## config.mk

```make
export PLATFORM = sky130hd
export DESIGN_NAME = gpdi_top
export DESIGN_NICKNAME = d
export VERILOG_FILES = /design/src/gpdi_pkg.sv /design/src/gpdi_top.sv
export SDC_FILE = /design/constraint.sdc
export NUM_CORES = 1
export LEC_CHECK = 0
export ABC_AREA = 1
export BUFFER_PORTS_ARGS = -buffer_cell sky130_fd_sc_hd__buf_4
export CORE_AREA = 3 3 210 171
export DETAILED_ROUTE_END_ITERATION = 10
export DIE_AREA = 0 0 213 174
export GPL_TIMING_DRIVEN = 0
export PLACE_DENSITY = 0.75
export SLEW_MARGIN = 40
export SYNTH_ARGS = -nofsm -noshare
export SYNTH_HDL_FRONTEND = slang
export SYNTH_SLANG_ARGS = --single-unit
```

## constraint.sdc

```tcl
create_clock -name pclk -period 2.2 [get_ports pclk]
set_clock_uncertainty 0.2 [all_clocks]
set_input_delay 0.44 -clock pclk [delete_from_list [all_inputs] [get_ports pclk]]
set_output_delay 0.44 -clock pclk [all_outputs]
set_load 0.005 [all_outputs]
```

## src/gpdi_pkg.sv

```systemverilog
// Package: register map, fields and state codes of the bus interface block
package gpdi_pkg;
  // Register byte offsets
  localparam logic [7:0] OFS_CTRL   = 8'h00;
  localparam logic [7:0] OFS_STATUS = 8'h04;
  localparam logic [7:0] OFS_STB    = 8'h08;
  localparam logic [7:0] OFS_RXDATA = 8'h0C;
  localparam logic [7:0] OFS_TXDATA = 8'h10;
  localparam logic [7:0] OFS_EVENT  = 8'h14;
  // Control register fields
  localparam int CTRL_HC_BUS   = 0;
  localparam int CTRL_HC_SAME  = 1;
  localparam int CTRL_SRQ      = 2;
  localparam int CTRL_BUSY     = 3;
  // Transmit data fields
  localparam int TX_EOI        = 8;
  // Event (write-only) fields
  localparam int EV_HC_KEY     = 0;
  localparam int EV_LOCAL_KEY  = 1;
  localparam int EV_RX_POP     = 2;
  // Reset values
  localparam logic [31:0] CTRL_RST = 32'h0000_0000;
  localparam logic [7:0]  STB_RST  = 8'h00;
  // Message available bit of the status byte
  localparam int STB_MAV       = 4;
  // Remote/local states, Gray along local->remote->lockout
  typedef enum logic [1:0] {
    GPDI_LOCAL   = 2'b00,
    GPDI_REMOTE  = 2'b01,
    GPDI_LOCKOUT = 2'b11
  } gpdi_rl_t;
  // Bus roles, Gray along idle->listen->talk->talk-only
  typedef enum logic [1:0] {
    GPDI_IDLE   = 2'b00,
    GPDI_LISTEN = 2'b01,
    GPDI_TALK   = 2'b11,
    GPDI_TONLY  = 2'b10
  } gpdi_role_t;
endpackage : gpdi_pkg

```

## src/gpdi_top.sv

```systemverilog
// Module: instrument-side interface of the general purpose parallel bus
//
// Decided for this implementation: the address map and the APB slave port.
`timescale 1ns/1ps
`default_nettype none
// ---------------------------------------------------------------------------
// Overview of operation
// - Any received command enters talk/listen operation; code enters listen or talk only on its own listen or talk address
// - Messages end with EOI on final byte
// - Hardcopy key with bus destination: talk-only
// - Talk-only: sole talker, no controller assumed
// - Bus hardcopy command queues response until talk
// - Device can assert service request line
// - Serial poll enable then talk returns status
// - After poll byte, drop request, clear status
// - Trigger applied after prior commands finish
// - Interface clear unaddresses, idles until readdressed
// - Selective clear needs listen; universal does not
// - Device clear empties buffers, clears available bit
// - Power-up in local state
// - Messages processed in local and remote
// - Command with remote enable enters remote
// - Local key in remote returns to local
// - Lockout command disables all panel controls
// - Lockout left by go-local or readdress without enable
// - Same-port hardcopy answered as query response
// ---------------------------------------------------------------------------
module gpdi_top #(
  parameter int RX_DEPTH = 16,
  parameter int TX_DEPTH = 16
) (
  input  wire logic        pclk,           // System clock
  input  wire logic        presetn,        // Async reset, active low
  input  wire logic        psel,           // APB select
  input  wire logic        penable,        // APB enable
  input  wire logic        pwrite,         // APB direction
  input  wire logic [7:0]  paddr,          // APB byte address
  input  wire logic [31:0] pwdata,         // APB write data
  output logic      [31:0] prdata,         // APB read data
  output logic             pready,         // APB ready
  output logic             pslverr,        // APB error
  input  wire logic [7:0]  dio_i,          // Data lines in
  input  wire logic        eoi_i,          // End line in
  input  wire logic        atn_i,          // Attention in
  input  wire logic        ren_i,          // Remote enable in
  input  wire logic        ifc_i,          // Interface clear in
  input  wire logic        dav_i,          // Data valid in
  input  wire logic        nrfd_i,         // Not ready for data in
  input  wire logic        ndac_i,         // Not accepted in
  input  wire logic [4:0]  my_addr,        // Primary address
  output logic      [7:0]  dio_o,          // Data lines out
  output logic             dio_oe_n,       // Data lines enable, low drive
  output logic             eoi_o,          // End line out
  output logic             dav_o,          // Data valid out
  output logic             nrfd_o,         // Not ready out
  output logic             ndac_o,         // Not accepted out
  output logic             srq_o,          // Service request out
  output logic             trig_o,         // Waveform trigger pulse
  output logic             panel_en,       // Panel controls enabled
  output logic             local_key_en,   // Local key enabled
  output logic             cmd_ready       // Command waiting for firmware
);

  localparam int RXW = $clog2(RX_DEPTH);
  localparam int TXW = $clog2(TX_DEPTH);

  // ---------------------------------------------------------------------------
  // State
  // ---------------------------------------------------------------------------
  typedef struct packed {
    logic [1:0]  s_dav, s_eoi, s_atn, s_ren, s_ifc, s_nrfd, s_ndac;
    logic [15:0] s_dio;
    logic [31:0] ctrl;
    logic [7:0]  stb;
    gpdi_pkg::gpdi_rl_t   rl;
    gpdi_pkg::gpdi_role_t role;
    logic        spe, spoll_sent, trig_pend, dav_seen;
    logic        addressed_once;
    logic [RXW:0] rx_cnt, cmd_len;
    logic [RXW-1:0] rx_wr, rx_rd;
    logic [TXW:0] tx_cnt;
    logic [TXW-1:0] tx_wr, tx_rd;
    logic        hc_pend;
    logic [1:0]  tx_ph;
    logic [31:0] prdata;
    logic        pready;
    logic [7:0]  dio;
    logic        dio_oe_n, eoi, dav, nrfd, ndac, srq, trig;
  } gpdi_st_t;

  gpdi_st_t st_r, st_nxt;
  logic [7:0] rx_mem [RX_DEPTH];
  logic [8:0] tx_mem [TX_DEPTH];
  logic       rx_we, tx_we;
  logic [8:0] tx_wdata;

  function automatic logic is_acc(input logic s, input logic e);
    return s & e;
  endfunction

  wire logic       dav_q  = st_r.s_dav[1];
  wire logic       atn_q  = st_r.s_atn[1];
  wire logic       ren_q  = st_r.s_ren[1];
  wire logic       ifc_q  = st_r.s_ifc[1];
  wire logic       eoi_q  = st_r.s_eoi[1];
  wire logic [7:0] dio_q  = st_r.s_dio[15:8];
  wire logic       acc    = is_acc(psel, penable);
  // Writes land only at the edge where ready is seen high
  wire logic       wr_acc = acc & pwrite & st_r.pready;
  wire logic       rd_acc = acc & ~pwrite & ~st_r.pready;

  always_ff @(posedge pclk) begin
    if (rx_we) begin
      rx_mem[st_r.rx_wr] <= dio_q;
    end
    if (tx_we) begin
      tx_mem[st_r.tx_wr] <= tx_wdata;
    end
  end

  // ---------------------------------------------------------------------------
  // Next state
  // ---------------------------------------------------------------------------
  always_comb begin
    logic new_byte, listen_ok, is_cmd, dcl, hc_key, loc_key, pop;
    logic [7:0] b;
    st_nxt   = st_r;
    rx_we    = 1'b0;
    tx_we    = 1'b0;
    tx_wdata = pwdata[8:0];
    // Two-stage synchronisers on all bus input pins
    st_nxt.s_dav  = {st_r.s_dav[0], dav_i};
    st_nxt.s_eoi  = {st_r.s_eoi[0], eoi_i};
    st_nxt.s_atn  = {st_r.s_atn[0], atn_i};
    st_nxt.s_ren  = {st_r.s_ren[0], ren_i};
    st_nxt.s_ifc  = {st_r.s_ifc[0], ifc_i};
    st_nxt.s_nrfd = {st_r.s_nrfd[0], nrfd_i};
    st_nxt.s_ndac = {st_r.s_ndac[0], ndac_i};
    st_nxt.s_dio  = {st_r.s_dio[7:0], dio_i};
    st_nxt.trig   = 1'b0;
    st_nxt.pready = 1'b0;
    b        = dio_q;
    new_byte = dav_q & ~st_r.dav_seen;
    st_nxt.dav_seen = dav_q;
    listen_ok = (st_r.role == gpdi_pkg::GPDI_LISTEN);
    is_cmd   = 1'b0;
    dcl      = 1'b0;
    hc_key   = wr_acc && paddr == gpdi_pkg::OFS_EVENT
               && pwdata[gpdi_pkg::EV_HC_KEY];
    loc_key  = wr_acc && paddr == gpdi_pkg::OFS_EVENT
               && pwdata[gpdi_pkg::EV_LOCAL_KEY];
    pop      = wr_acc && paddr == gpdi_pkg::OFS_EVENT
               && pwdata[gpdi_pkg::EV_RX_POP];

    // Interface messages under attention
    if (new_byte && atn_q) begin
      if (b == {3'b001, my_addr}) begin
        st_nxt.role = gpdi_pkg::GPDI_LISTEN;
        st_nxt.addressed_once = 1'b1;
        if (!ren_q) begin
          st_nxt.rl = gpdi_pkg::GPDI_LOCAL;
        end
      end else if (b == {3'b010, my_addr}) begin
        st_nxt.role = gpdi_pkg::GPDI_TALK;
        if (!ren_q) begin
          st_nxt.rl = gpdi_pkg::GPDI_LOCAL;
        end
      end else if (b == 8'h3F || b == 8'h5F) begin
        if (st_r.role != gpdi_pkg::GPDI_TONLY) begin
          st_nxt.role = gpdi_pkg::GPDI_IDLE;
        end
      end else if (b == 8'h18) begin
        st_nxt.spe = 1'b1;
      end else if (b == 8'h19) begin
        st_nxt.spe = 1'b0;
      end else if (b == 8'h14) begin
        dcl = 1'b1;
      end else if (b == 8'h04 && listen_ok) begin
        dcl = 1'b1;
      end else if (b == 8'h08 && listen_ok) begin
        st_nxt.trig_pend = 1'b1;
      end else if (b == 8'h11) begin
        st_nxt.rl = gpdi_pkg::GPDI_LOCKOUT;
      end else if (b == 8'h01 && listen_ok) begin
        st_nxt.rl = gpdi_pkg::GPDI_LOCAL;
      end
    end

    // Device-dependent bytes into the input buffer
    if (new_byte && !atn_q && listen_ok
        && st_r.rx_cnt < (RXW+1)'(RX_DEPTH)) begin
      rx_we = 1'b1;
      st_nxt.rx_wr  = st_r.rx_wr + 1'b1;
      st_nxt.rx_cnt = st_r.rx_cnt + 1'b1;
      if (eoi_q) begin
        st_nxt.cmd_len = st_r.rx_cnt + 1'b1;
        is_cmd = 1'b1;
      end
    end
    if (is_cmd) begin
      if (ren_q && st_r.rl == gpdi_pkg::GPDI_LOCAL) begin
        st_nxt.rl = gpdi_pkg::GPDI_REMOTE;
      end
    end
    if (loc_key && st_r.rl == gpdi_pkg::GPDI_REMOTE) begin
      st_nxt.rl = gpdi_pkg::GPDI_LOCAL;
    end

    // Firmware pops received bytes
    if (pop && st_r.rx_cnt != '0 && !is_cmd) begin
      st_nxt.rx_rd  = st_r.rx_rd + 1'b1;
      st_nxt.rx_cnt = st_r.rx_cnt - 1'b1;
      if (st_r.cmd_len != '0) begin
        st_nxt.cmd_len = st_r.cmd_len - 1'b1;
      end
    end

    // Trigger waits for command processing to finish
    if (st_r.trig_pend && st_r.cmd_len == '0
        && !st_r.ctrl[gpdi_pkg::CTRL_BUSY]) begin
      st_nxt.trig = 1'b1;
      // A new trigger message in the same cycle stays pending
      if (!(new_byte && atn_q && b == 8'h08 && listen_ok)) begin
        st_nxt.trig_pend = 1'b0;
      end
    end

    // Hardcopy key: talk-only when bus is destination
    if (hc_key && st_r.ctrl[gpdi_pkg::CTRL_HC_BUS]) begin
      st_nxt.role = gpdi_pkg::GPDI_TONLY;
    end

    // Transmit queue fill; hardcopy flagged as pending response
    if (wr_acc && paddr == gpdi_pkg::OFS_TXDATA
        && st_r.tx_cnt < (TXW+1)'(TX_DEPTH)) begin
      tx_we = 1'b1;
      st_nxt.tx_wr  = st_r.tx_wr + 1'b1;
      st_nxt.tx_cnt = st_r.tx_cnt + 1'b1;
      if (st_r.ctrl[gpdi_pkg::CTRL_HC_SAME]) begin
        st_nxt.hc_pend = 1'b1;
      end
    end

    // Source handshake: talker or talk-only
    case (st_r.tx_ph)
      2'd0: begin
        st_nxt.dio_oe_n = 1'b1;
        st_nxt.dav = 1'b0;
        st_nxt.eoi = 1'b0;
        if (!atn_q && st_r.role == gpdi_pkg::GPDI_TALK && st_r.spe) begin
          st_nxt.dio = {1'b0, st_r.srq, st_r.stb[5:0]};
          st_nxt.eoi = 1'b1;
          st_nxt.dio_oe_n = 1'b0;
          st_nxt.spoll_sent = 1'b1;
          st_nxt.tx_ph = 2'd1;
        end else if ((st_r.role == gpdi_pkg::GPDI_TALK && !atn_q
                      || st_r.role == gpdi_pkg::GPDI_TONLY)
                     && st_r.tx_cnt != '0) begin
          st_nxt.dio = tx_mem[st_r.tx_rd][7:0];
          st_nxt.eoi = tx_mem[st_r.tx_rd][gpdi_pkg::TX_EOI];
          st_nxt.dio_oe_n = 1'b0;
          st_nxt.spoll_sent = 1'b0;
          st_nxt.tx_ph = 2'd1;
        end
      end
      2'd1: begin
        if (!st_r.s_nrfd[1]) begin
          st_nxt.dav = 1'b1;
          st_nxt.tx_ph = 2'd2;
        end
      end
      2'd2: begin
        if (!st_r.s_ndac[1]) begin
          st_nxt.dav = 1'b0;
          st_nxt.tx_ph = 2'd0;
          if (st_r.spoll_sent) begin
            st_nxt.stb = gpdi_pkg::STB_RST;
            st_nxt.ctrl[gpdi_pkg::CTRL_SRQ] = 1'b0;
          end else begin
            st_nxt.tx_rd  = st_r.tx_rd + 1'b1;
            st_nxt.tx_cnt = st_nxt.tx_cnt - 1'b1;
            if (st_r.eoi) begin
              if (!tx_we) begin
                st_nxt.hc_pend = 1'b0;
              end
              if (st_r.role == gpdi_pkg::GPDI_TONLY) begin
                st_nxt.role = gpdi_pkg::GPDI_IDLE;
              end
            end
          end
        end
      end
      default: st_nxt.tx_ph = 2'd0;
    endcase

    // Talker lets go of the lines while the controller holds attention
    if (atn_q && st_r.role != gpdi_pkg::GPDI_TONLY) begin
      st_nxt.tx_ph    = 2'd0;
      st_nxt.dav      = 1'b0;
      st_nxt.eoi      = 1'b0;
      st_nxt.dio_oe_n = 1'b1;
    end

    // Acceptor handshake when listening; NDAC also for command bytes under attention
    st_nxt.nrfd = listen_ok && !atn_q
                  && st_r.rx_cnt >= (RXW+1)'(RX_DEPTH);
    st_nxt.ndac = (listen_ok || atn_q) && !dav_q;

    // Register writes
    if (wr_acc && paddr == gpdi_pkg::OFS_CTRL) begin
      st_nxt.ctrl = pwdata;
    end
    if (wr_acc && paddr == gpdi_pkg::OFS_STB) begin
      st_nxt.stb = pwdata[7:0];
    end
    st_nxt.srq = st_nxt.ctrl[gpdi_pkg::CTRL_SRQ];
    st_nxt.stb[gpdi_pkg::STB_MAV] = (st_nxt.tx_cnt != '0);

    // Device clear
    if (dcl) begin
      st_nxt.rx_cnt = '0;
      st_nxt.rx_rd  = st_r.rx_wr;
      st_nxt.cmd_len = '0;
      st_nxt.tx_cnt = '0;
      st_nxt.tx_rd  = st_nxt.tx_wr;
      st_nxt.hc_pend = 1'b0;
      st_nxt.stb[gpdi_pkg::STB_MAV] = 1'b0;
      st_nxt.tx_ph  = 2'd0;
      st_nxt.dav = 1'b0;
      st_nxt.dio_oe_n = 1'b1;
    end

    // Interface clear overrides all bus roles
    if (ifc_q) begin
      st_nxt.role = gpdi_pkg::GPDI_IDLE;
      st_nxt.spe  = 1'b0;
      st_nxt.tx_ph = 2'd0;
      st_nxt.dav  = 1'b0;
      st_nxt.eoi  = 1'b0;
      st_nxt.dio_oe_n = 1'b1;
      st_nxt.nrfd = 1'b0;
      st_nxt.ndac = 1'b0;
    end

    // Read mux
    if (rd_acc) begin
      unique case (paddr)
        gpdi_pkg::OFS_CTRL:   st_nxt.prdata = st_r.ctrl;
        gpdi_pkg::OFS_STATUS: st_nxt.prdata = {16'h0000,
          3'(st_r.rx_cnt), 3'(st_r.tx_cnt), st_r.hc_pend, st_r.spe,
          st_r.rl, st_r.role, (st_r.cmd_len != '0), st_r.trig_pend,
          st_r.srq, ren_q};
        gpdi_pkg::OFS_STB:    st_nxt.prdata = {24'h0000_00, st_r.stb};
        gpdi_pkg::OFS_RXDATA: st_nxt.prdata = {24'h0000_00,
                                               rx_mem[st_r.rx_rd]};
        default:              st_nxt.prdata = 32'h0000_0000;
      endcase
    end
    st_nxt.pready = acc & ~st_r.pready;
  end

  always_ff @(posedge pclk or negedge presetn) begin
    if (!presetn) begin
      st_r <= '0;
      st_r.ctrl <= gpdi_pkg::CTRL_RST;
      st_r.rl <= gpdi_pkg::GPDI_LOCAL;
      st_r.role <= gpdi_pkg::GPDI_IDLE;
      st_r.dio_oe_n <= 1'b1;
    end else begin
      st_r <= st_nxt;
    end
  end

  assign prdata       = st_r.prdata;
  assign pready       = st_r.pready;
  assign pslverr      = 1'b0;
  assign dio_o        = st_r.dio;
  assign dio_oe_n     = st_r.dio_oe_n;
  assign eoi_o        = st_r.eoi;
  assign dav_o        = st_r.dav;
  assign nrfd_o       = st_r.nrfd;
  assign ndac_o       = st_r.ndac;
  assign srq_o        = st_r.srq;
  assign trig_o       = st_r.trig;
  assign cmd_ready    = st_r.cmd_len != '0;
  assign panel_en     = st_r.rl == gpdi_pkg::GPDI_LOCAL;
  assign local_key_en = st_r.rl != gpdi_pkg::GPDI_LOCKOUT;

  // ---------------------------------------------------------------------------
  // Assertions
  // ---------------------------------------------------------------------------
  AST_IFC: assert property (@(posedge pclk) disable iff (!presetn)
    ifc_q |=> st_r.role == gpdi_pkg::GPDI_IDLE && st_r.dio_oe_n)
    else $error("Interface clear did not idle the port");
  AST_POLL: assert property (@(posedge pclk) disable iff (!presetn)
    st_r.tx_ph == 2'd2 && st_r.spoll_sent && !st_r.s_ndac[1]
    |=> st_r.stb[5:0] == 6'h00 || $past(wr_acc))
    else $error("Status byte not cleared after poll");
  AST_TRIG: assert property (@(posedge pclk) disable iff (!presetn)
    st_r.trig |-> $past(st_r.cmd_len) == '0)
    else $error("Trigger fired with command pending");
  AST_LOCKOUT: assert property (@(posedge pclk) disable iff (!presetn)
    st_r.rl == gpdi_pkg::GPDI_LOCKOUT |-> !local_key_en && !panel_en)
    else $error("Panel active in lockout");
  AST_SRQ: assert property (@(posedge pclk) disable iff (!presetn)
    srq_o |-> $past(st_nxt.ctrl[gpdi_pkg::CTRL_SRQ]))
    else $error("Service request without cause");
  AST_EOI: assert property (@(posedge pclk) disable iff (!presetn)
    $rose(cmd_ready) |-> $past(eoi_q))
    else $error("Command released without end byte");
  logic hc_chk;
  assign hc_chk = wr_acc && paddr == gpdi_pkg::OFS_EVENT
                  && pwdata[gpdi_pkg::EV_HC_KEY]
                  && st_r.ctrl[gpdi_pkg::CTRL_HC_BUS];
  AST_TONLY: assert property (@(posedge pclk) disable iff (!presetn)
    hc_chk |=> st_r.role == gpdi_pkg::GPDI_TONLY || $past(ifc_q))
    else $error("Hardcopy key did not start talk-only");
  AST_PWRUP: assert property (@(posedge pclk)
    $rose(presetn) |-> st_r.rl == gpdi_pkg::GPDI_LOCAL)
    else $error("Not local after reset");

endmodule : gpdi_top
`default_nettype wire

```

==> results of run 1 <==
-- power by group --
group	switching [mW]	total (mW)	internal, mW	leakage [nW]
logic	0.525	0.845	0.321	4.22
clock network	3.14	7.36	4.23	0.693
registers	0.0804	8.77	8.69	4.49
total	3.74	17.0	13.2	9.39
-- cells in the final DEF, fill, tap and decap left out, types with 5 or more instances in the layout --
master,n
a21oi_1,51
buf_4,193
clkbuf_4,5
mux2_2,21
dlygate4sd3_1,40
edfxtp_1,272
nand2_1,283
clkinv_2,6
buf_2,17
a31oi_1,5
inv_1,102
clkbuf_2,22
nand2_2,17
clkbuf_16,44
dfrtp_1,146
ha_1,14
nor2_2,11
o21ai_0,154
nor2_1,144
dfrtp_4,7
o22ai_1,16
inv_2,19
o221ai_2,5
xor2_1,20
nand3_1,71
nand2_4,11
o211ai_1,37
nand3_2,5
a22oi_1,7
clkbuf_1,21
buf_12,18
o21ai_1,16
dfrtp_2,5
nand4_1,32
nor2_4,38
clkbuf_8,10
nor3_1,7
-- final cells by class --
| type | count | area share [%] |
|---|---|---|
| Buffer | 106 | 2.93 |
| Sequential cell | 431 | 53.1 |
| Tap cell | 434 | 2.37 |
| Timing Repair Buffer | 210 | 8.54 |
| Antenna cell | 1 | 0.0109 |
| Clock inverter | 16 | 0.687 |
| Multi-Input combinational cell | 1011 | 24.8 |
| Inverter | 126 | 2.13 |
| Clock buffer | 62 | 5.48 |
-- per-layer routing --
| layer | up-vias | routed length, um | global-route usage (%) |
|---|---|---|---|
| met5 | - | 0 | 0 |
| li1 | 6282 | - | - |
| met3 | 123 | 5530 | 4.78 |
| met4 | 0 | 1490 | 8.76 |
| met2 | 852 | 24500 | 43.2 |
| met1 | 6955 | 20800 | 39.8 |
-- critical path: cells and delay by family, from the launching register on --
| kind | cells | cell delay [ns] |
|---|---|---|
| buffers and inverters | 3 | 0.25 |
| adder cells (fa/ha/maj) | 1 | 0.15 |
| AND/OR/NAND/NOR | 2 | 0.22 |
| flip-flops | 1 | 0.40 |
-- logic make-up after synthesis --
kind of cell               synth area share (%)
and+or+nand+nor                            15.1
DFF                                        65.7
AOI/OAI and AO/OA                          9.93
buffers and inverters                      5.89
xor gates and xnor gates                   1.04
muxes                                      1.28
adders and majority gates                  1.08
other                                    0.0203
-- through the flow --
step | worst slack, ns | util (%)
final | -0.00678 | 68.1
after global placement | -0.785 | 59.1
after global routing | -0.0548 | 68.1
after CTS | -0.0112 | 67.2
after detailed placement | -0.811 | 59.3
after floorplan | -0.116 | -
-- state kept, by name (all words and copies together), names as in the netlist, 8 cells and up --
| name | count |
|---|---|
| st_nxt | 15 |
| st_r | 84 |
| dio_q | 8 |
| tx_mem | 144 |
| rx_mem | 128 |
| dio_o | 8 |
| prdata | 32 |
-- worst paths after layout --
kind / from / end / slack [ns] / cells past startpoint
min in group asynchronous: presetn / st_r[80]$_DFFE_PN0P_ / 0.18 / 2
hold / removal: pwdata[6] / tx_mem[5][6]$_DFFE_PP_ / 0.04 / 1
setup / recovery: st_r[72]$_DFF_PN0_ / cmd_ready / -0.007 / 6
setup reg to reg: st_r[51]$_DFFE_PN0P_ / eoi_o$_DFFE_PN0P_ / 0.02 / 8
max in group asynchronous: presetn / dio_oe_n$_DFFE_PN1P_ / 0.60 / 4
hold reg to reg: st_nxt[144]$_DFF_PN0_ / dio_q[5]$_DFF_PN0_ / 0.13 / 0
-- what timing repair did --
item	CTS	global route
resized for setup	123	72
hold buffers	40	0
buffers inserted	39	15
setup endpoints to repair	321	281
pin swaps	22	22
endpoints found under the hold margin	131	0
==> metrics.md, run 1 <==
| Metric | Value |
|---|---|
| Violated checks | negative setup slack |
| DIE HEIGHT | 174 um |
| Non-Filler Instances | about 2400 |
| Post-synthesis cell area | approximately 0.018 sq mm |
| Final Hold Vio Count | 0 |
| Critical Path Sink Type | output port |
| Layout cells sized above 1 | 25.2% |
| Most instantiated library cell after synthesis | nand2_1 |
| Vias | 14200 |
| Final count of negative-setup-slack endpoints | 1 |
| Post-DRT Antenna Nets | 0 |
| Final setup TNS | -0.00678 ns |
| First-pass iteration count of the detailed router | 6 |
| Skew-Pair Late Insertion Delay | approximately 0.56 ns |
| Hold Path Class | input pin to flip-flop |
| CTS tree | built |
| Worst VDD drop | ~600 uV |
| RSZ-0062 raised after global routing | true |
| Worst setup SP type | flip-flop |
| Effective utilization at floorplan | about 55% |
| Drt wl/cell | 21.8 um |
| DP HPWL | 33500 um |
| Pleak | about 9.4 nW |
| Vias in the first global route | 13900 |
| CP max FO | 2 |
| Syn Inst Count | about 1700 |
| Crit path DAT | between 1.5 and 2 ns |
| Max Fclk | about 0.45 GHz |
| Die W | 213 um |
| Area of the multi-input gates | ~0.0057 sq mm |
| First-pass GRT wire length | 78800 um |
| Drt total wl | approximately 52000 um |
| Most instantiated cells after synthesis | nand2_1 (299), edfxtp_1 (272), nor2_1 (181) |
| Vias/cell | 5.93 |
| Setup ws final | -0.00678 ns |
| Register area share after synthesis | 65.7% |
| Number of remaining DRC errors | 0 |
| Avg Cell Area, Syn | 11.0 sq um |
| Main synth FF type | edfxtp_1 |
| Placed cell areas | about 0.020 sq mm |
| Cell Pwr Density | 740 mW/mm^2 |
| Io pins | around 120 |
| Fin. max-slew vios | 0 |
| Status | finished, violations left |
| Initial antenna violation count | 1 |
| Rows | 60 |
| Worst path slowest cell | dfrtp_1 |
| Fill cells | between 2000 and 2500 |
| Final worst path period need | approximately 2.2 ns |
| Clk sink count | ~430 |
| Worst-path cell chain | inv_2 > ha_4 > nand3_4 > nor2_4 > inv_4 > buf_6 |
| 1st-iter DRT viols | about 2000 |
| CTS H-tree lvls | 2 |
| CTS max path bufs | 3 |
| Worst hold slack | 0.0380 ns |
| Root Buffer | clkbuf_16 |
| Asr flop ratio synth | 36.9% |
| Worst-Margin Slew | approximately 0.73 ns |
| Overall Global Routing Usage | between 20% and 30% |
| Post-synth EDFFs | 272 |
| Max-cap violation count | 0 |
| Dpl cells | 2225 |
| Gpl congestion | between 0.9 and 1 |
| Final net count | about 2000 |
| Critical path class | flip-flop to output port |
| Area share of the largest cell type after synthesis | between 40 and 50% |
| Final Cell Area | 0.0229 sq mm |
| Mapped Nets | between 1500 and 2000 |
| Synth area leaders | edfxtp_1 (44%), dfrtp_1 (21%), nand2_1 (6.1%), o21ai_0 (4.4%), nor2_1 (3.7%) |
| FF/Latch Area | about 0.012 sq mm |
| Slowest cell delay on critical path | approximately 0.40 ns |
| Fin crit share | 100% |
| Area delta synth->final | 24.1% |
| Largest net degree at the start of global routing | 68 |
| Worst EP required | 1.56 ns |
| Global-route congestion overflow total | 0 |
| # port buffers | roughly 120 |
| CTS Buf Count | 42 |
| Number of library cell types mapped by synthesis | between 50 and 60 |
| Cell taking the most area after synthesis | edfxtp_1 |
| Yosys warns | 0 |
| Power Total | 17.0 mW |
| Floorplan core area | approximately 0.034 sq mm |
| Clk pin slew, worst setup/hold paths | ~0.070 ns |
| Max_slew headroom | 50.9% |
| Die footprint | approximately 0.037 sq mm |
| Post-synthesis sequential element count | roughly 430 |
Power figures use the tool's default switching activity.
==> run 2, diff against run 1 <==
Settings changed: PLACE_DENSITY 0.75 to 0.86.
==> metrics.md, run 2 (same netlist as run 1, synthesis figures left out) <==
| Metric | Value |
|---|---|
| DIE HEIGHT | 174 um |
| RR Startpoint | st_r[51]$_DFFE_PN0P_ |
| Worst VDD drop | 590 uV |
| CTS tree | built |
| Overall Global Routing Usage | roughly 28% |
| Vias/cell | roughly 6 |
| Met2 routed WL | ~25000 um |
| Placed cell areas | approximately 0.02 sq mm |
| Floorplan core area | ~0.034 sq mm |
| Biggest regs | tx_mem (144), rx_mem (128), st_r (84) |
| Final core occ | between 60% and 70% |
| Initial antenna violation count | 1 |
| Rows | 60 |
| Register share of total power | between 50% and 60% |
| Min-delay src | pwdata[23] |
| Power Total | 16.5 mW |
| Min-Delay Endpoint | st_r[122]$_DFFE_PN0P_ |
| Drt total wl | around 54000 um |
| R2R Setup Slk | -0.16 ns |
| Gpl congestion | 0.938 |
| Max_slew headroom | a little over half |
| Inserted Diodes | 0 |
| RSZ-0062 raised after global routing | true |
| Status | finished, violations left |
| Layout cells sized above 1 | 23.8% |
| CTS max path bufs | 3 |
| Vias | ~14000 |
| Critical path class | flip-flop to flip-flop |
| Root Buffer | clkbuf_16 |
| Worst R2R Path Depth | 8 |
| Post-Route M1 WL | 20000 um |
| Die footprint | about 0.037 sq mm |
| Hold Path Class | input pin to flip-flop |
| Pleak | around 9.3 nW |
| Final net count | between 2000 and 2500 |
| Skew-Pair Late Insertion Delay | 0.55 ns |
| Final Cell Area | roughly 0.023 sq mm |
| Setup ws final | -0.164 ns |
| Post-DRT Antenna Nets | 0 |
| Global-route congestion overflow total | 0 |
| Fin. max-slew vios | 0 |
| Fin crit share | 107% |
| Most flops, register | tx_mem |
| Worst-Margin Slew | about 0.7 ns |
| Area delta synth->final | 22.3% |
| CTS Buf Count | 40 |
| Drt wl/cell | between 20 and 25 um |
| Critical Path Sink Type | flip-flop |
| Most frequent cells in the layout | nand2_1 (287), edfxtp_1 (272), buf_4 (191), o21ai_0 (153) |
| Clk pin slew, worst setup/hold paths | about 0.07 ns |
| DR WL met3 | around 6300 um |
| Final worst path period need | ~2.4 ns |
| First-pass GRT wire length | 78900 um |
| Max Fclk | ~0.42 GHz |
| Commonest non-fill, non-tap cell in the layout | nand2_1 |
| Effective utilization at floorplan | 54.9% |
| Die W | 213 um |
| Net Switching | between 3 and 4 mW |
| Crit Reg-Reg Endpoint | eoi_o$_DFFE_PN0P_ |
| 1st-iter DRT viols | between 1500 and 2000 |
| Highest routed layer | met5 |
| Clock network power share | 41.5% |
| CP max FO | 10 |
| Max-cap violation count | 0 |
| Non-Filler Instances | between 2000 and 2500 |
| Max reg flops | ~140 |
| Largest net degree at the start of global routing | 76 |
| DP HPWL | between 30000 and 40000 um |
| Cell Pwr Density | 727 mW/mm^2 |
| Worst setup SP type | flip-flop |
| Switching Fraction | 21.7% |
| Worst Hold Depth | 3 |
| P_int | between 10 and 15 mW |
| First-pass iteration count of the detailed router | 5 |
| Io pins | around 120 |
| # port buffers | approximately 120 |
| Worst EP required | between 2 and 2.5 ns |
| Vias in the first global route | ~14000 |
| Final Hold Vio Count | 1 |
| Dpl cells | about 2200 |
| Comb pwr share | under 10% |
| Violated checks | negative hold slack, negative setup slack |
| Dpl ws | -0.709 ns |
| Final count of negative-setup-slack endpoints | 28 |
| Clk sink count | ~430 |
| Number of remaining DRC errors | 0 |
| Crit path DAT | approximately 2.6 ns |
| Worst hold slack | -0.00489 ns |
| CTS H-tree lvls | 2 |
## run 2: changes by cell type in the layout (fill, tap and decap cells not counted), moves of 3 or more
| cell | delta |
|---|---|
| clkbuf_8 | -7 |
| clkbuf_2 | -6 |
| buf_12 | -5 |
| o221ai_1 | +5 |
| clkinv_1 | +4 |
| dfrtp_2 | +3 |
| o221ai_2 | -5 |
| nand2_4 | -3 |
| clkbuf_1 | +6 |
| dfrtp_4 | -3 |
| buf_6 | +4 |
| nand2_1 | +4 |
## run 2: worst max-delay path, stage by stage (launching register included)
cell	delay (ns)
dfrtp_2	0.46
inv_2	0.17
buf_2	0.29
nor2_1	0.07
o21ai_1	0.35
o21ai_0	0.24
o21ai_2	0.29
nor2_1	0.08
o22ai_1	0.13
## run 2: cell type report
type / count / area (sq um)
Inverter: 126 / 494
Timing Repair Buffer: 204 / 1860
Fill cell: 2228 / 11100
Buffer: 106 / 683
Clock buffer: 56 / 1110
Multi-Input combinational cell: 1011 / 5610
Sequential cell: 431 / 12200
Tap cell: 434 / 543
Clock inverter: 16 / 146
## run 2: per-layer routing
layer  global-route usage [%]  vias up
li1                         -     6263
met2                     44.4      935
met1                     37.1     6964
met3                     7.06      185
met5                        0        -
met4                     10.7        2
## run 2: metrics by stage
stage,setup TNS (ns),hold slack (ns)
after floorplan,-2.09,-0.0556
after global placement,-147.09,0.134
after detailed placement,-115.00,0.102
after CTS,-1.68,0.00767
after global routing,-2.89,0.00708
final,-0.508,-0.00489
## run 2: worst max path at each step
stage	startpoint	endpoint	slack (ns)	cells past startpoint
floorplan	psel	tx_mem[3][0]$_DFFE_PP_	-0.12	8
global placement	psel	tx_mem[3][3]$_DFFE_PP_	-0.68	9
detailed placement	psel	tx_mem[11][7]$_DFFE_PP_	-0.71	9
CTS	st_r[72]$_DFF_PN0_	cmd_ready	-0.06	6
global route	st_r[51]$_DFFE_PN0P_	eoi_o$_DFFE_PN0P_	-0.20	8
finish	st_r[51]$_DFFE_PN0P_	eoi_o$_DFFE_PN0P_	-0.16	8
## run 2: power by group through the flow
stage	Clock, mW	Sequential [mW]	Combinational [mW]
final	6.83	8.77	0.850
after global placement	0	8.94	0.652
after CTS	6.82	8.77	0.790
after global routing	7.16	8.77	0.911
after floorplan	0	8.91	0.324
after detailed placement	0	8.95	0.691
## run 2: what timing repair did
action | CTS | global route
endpoints found under the setup margin | 319 | 226
buffers inserted | 26 | 20
gates resized for setup | 106 | 87
hold endpoints to repair | 137 | 0
pin swaps | 18 | 23
gates cloned | 0 | 3
hold buffers | 38 | 0
==> run 3, diff against run 2 <==
Settings changed: CORE_AREA 3 3 210 171 to 3 3 206 168, CTS_BUF_LIST set to sky130_fd_sc_hd__clkbuf_8, DIE_AREA 0 0 213 174 to 0 0 209 171, PLACE_DENSITY 0.86 to 0.89.
==> metrics.md, run 3 (same netlist as run 1, synthesis figures left out) <==
| Metric | Value |
|---|---|
| CTS Buf Count | between 60 and 70 |
| Fin crit share | 112% |
| Biggest regs | tx_mem (144), rx_mem (128), st_r (84) |
| Post-Route M1 WL | a little over 20000 um |
| Status | finished, violations left |
| Critical Path Sink Type | flip-flop |
| Worst setup SP type | flip-flop |
| Switching Fraction | about 24% |
| Max-cap violation count | 0 |
| Met2 routed WL | around 27000 um |
| Pleak | ~9.5 nW |
| DP HPWL | 34100 um |
| Slowest cell delay on critical path | about 0.46 ns |
| Vias | roughly 15000 |
| Largest net degree at the start of global routing | 75 |
| Initial antenna violation count | 2 |
| Global-route congestion overflow total | 0 |
| CTS tree | built |
| Number of remaining DRC errors | 0 |
| Clk sink count | between 400 and 500 |
| Setup ws final | -0.256 ns |
| Comb pwr share | under 10% |
| Cell Pwr Density | about 690 mW/mm^2 |
| First-pass GRT wire length | 83100 um |
| RSZ-0062 raised after global routing | true |
| Worst-path cell chain | nand2_2 > nor2_4 > buf_6 > nand4_1 > nand2_4 > inv_4 > ha_4 > nand2_1 > nand2_2 > nand3_1 > o21bai_2 > nand3_2 |
| Fill cells | 1992 |
| Skew-Pair Late Insertion Delay | 0.67 ns |
| Worst-Margin Slew | between 0.7 and 0.8 ns |
| Drt wl/cell | about 24 um |
| Vias in the first global route | between 10000 and 15000 |
| Power Total | between 15 and 20 mW |
| Clk pin slew, worst setup/hold paths | ~0.070 ns |
| Most flops, register | tx_mem |
| Final core occ | between 70% and 80% |
| Violated checks | negative setup slack |
| CTS max path bufs | 3 |
| Critical path class | flip-flop to flip-flop |
| Max reg flops | between 100 and 150 |
| P_int | 12.0 mW |
| Post-DRT Antenna Nets | 0 |
| Layout cells sized above 1 | 25.9% |
| Drt total wl | about 60000 um |
| Final Hold Vio Count | 0 |
| # port buffers | ~120 |
| Die W | ~210 um |
| Register share of total power | 55.5% |
| Final worst path period need | around 2.5 ns |
| DR WL met3 | about 7800 um |
| Effective utilization at floorplan | 56.9% |
| CP max FO | 6 |
| Die footprint | 0.0357 sq mm |
| Worst VDD drop | ~860 uV |
| Final count of negative-setup-slack endpoints | between 100 and 150 |
| Gpl congestion | slightly below 1 |
| Fin. max-slew vios | 0 |
| Crit path DAT | around 2.8 ns |
| Io pins | 117 |
| Vias/cell | 6.32 |
| Worst EP required | ~2.5 ns |
| DIE HEIGHT | about 170 um |
| Net Switching | about 3.8 mW |
| Floorplan core area | 0.0325 sq mm |
| Commonest non-fill, non-tap cell in the layout | nand2_1 |
| Max Fclk | about 0.41 GHz |
| Root Buffer | clkbuf_8 |
| 1st-iter DRT viols | 2587 |
| Most used cell, CP | nand2_2 |
| Max_slew headroom | between 50 and 60% |
| First-pass iteration count of the detailed router | 7 |
| Hold Path Class | input pin to async pin |
| Dpl ws | -0.774 ns |
| Overall Global Routing Usage | a little under a third |
| Final net count | between 2000 and 2500 |
| Highest routed layer | met5 |
| Worst path slowest cell | dfrtp_1 |
| Clock network power share | approximately two fifths |
| CTS H-tree lvls | 2 |
| Most frequent cells in the layout | nand2_1 (284), edfxtp_1 (272), buf_4 (199), o21ai_0 (152), dfrtp_1 (146) |
| Area delta synth->final | 23.4% |
| Rows | 59 |
run 3: layout make-up:
cell class / instances / area (sq um) / area share (%)
inverters: 126 / 494 / 2.17
well taps: 427 / 534 / 2.34
multi-input cells: 1011 / 5690 / 24.9
plain buffers: 106 / 692 / 3.03
flip-flops and latches: 431 / 12200 / 53.4
clock buffers: 67 / 922 / 4.04
diodes: 1 / 2.50 / 0.0110
repair buffers: 225 / 2070 / 9.05
clock inverters: 47 / 240 / 1.05
run 3: worst paths after layout:
path	to	start	cells past startpoint	slack (ns)
setup / recovery	st_r[95]$_DFF_PN0_	pready$_DFF_PN0_	12	-0.26
hold / removal	prdata[16]$_DFFE_PN0P_	presetn	2	0.03
setup reg to reg	st_r[95]$_DFF_PN0_	pready$_DFF_PN0_	12	-0.26
hold reg to reg	ifc_q$_DFF_PN0_	st_nxt[152]$_DFF_PN0_	0	0.15
max in group asynchronous	dio_oe_n$_DFFE_PN1P_	presetn	4	0.74
min in group pclk	prdata[31]$_DFFE_PN0P_	pwrite	4	0.12
run 3: layer usage:
| layer | global-route usage, % | vias to the layer above |
|---|---|---|
| met5 | 0 | - |
| met4 | 14.4 | 2 |
| met3 | 7.70 | 322 |
| met2 | 48.0 | 1443 |
| met1 | 39.2 | 7304 |
| li1 | - | 6358 |
run 3: through the flow:
| stage | instances | TNS (ns) | hold WS (ns) | instance area (sq um) |
|---|---|---|---|---|
| floorplan | 1674 | -2.09 | -0.0556 | 18500 |
| global placement | 2216 | -148.19 | 0.133 | 19900 |
| detailed placement | 2218 | -121.67 | 0.0892 | 20000 |
| CTS | 2407 | -0.185 | 0.0110 | 22300 |
| global route | 2441 | -20.23 | 0.0366 | 22800 |
| finish | 2441 | -19.24 | 0.0270 | 22800 |
run 3: worst max-delay path, delay by kind of cell (launching register included):
kind            cells  cell delay [ns]
compound gates      1             0.16
fa+ha+maj           1             0.25
buf+inv             2             0.18
flops               1             0.46
simple gates        8             1.09
run 3: repair_timing:
item	in CTS	in global routing
hold endpoints to repair	284	0
setup buffers	26	33
gates resized for setup	118	101
pin swaps	17	27
setup endpoints to repair	322	281
hold buffers	49	0
run 3: power by group through the flow:
stage	Sequential, mW	Clock [mW]	Combinational (mW)
finish	8.78	6.14	0.890
global route	8.78	6.51	0.952
CTS	8.78	6.03	0.786
detailed placement	8.95	0	0.687
global placement	8.94	0	0.651
floorplan	8.91	0	0.324
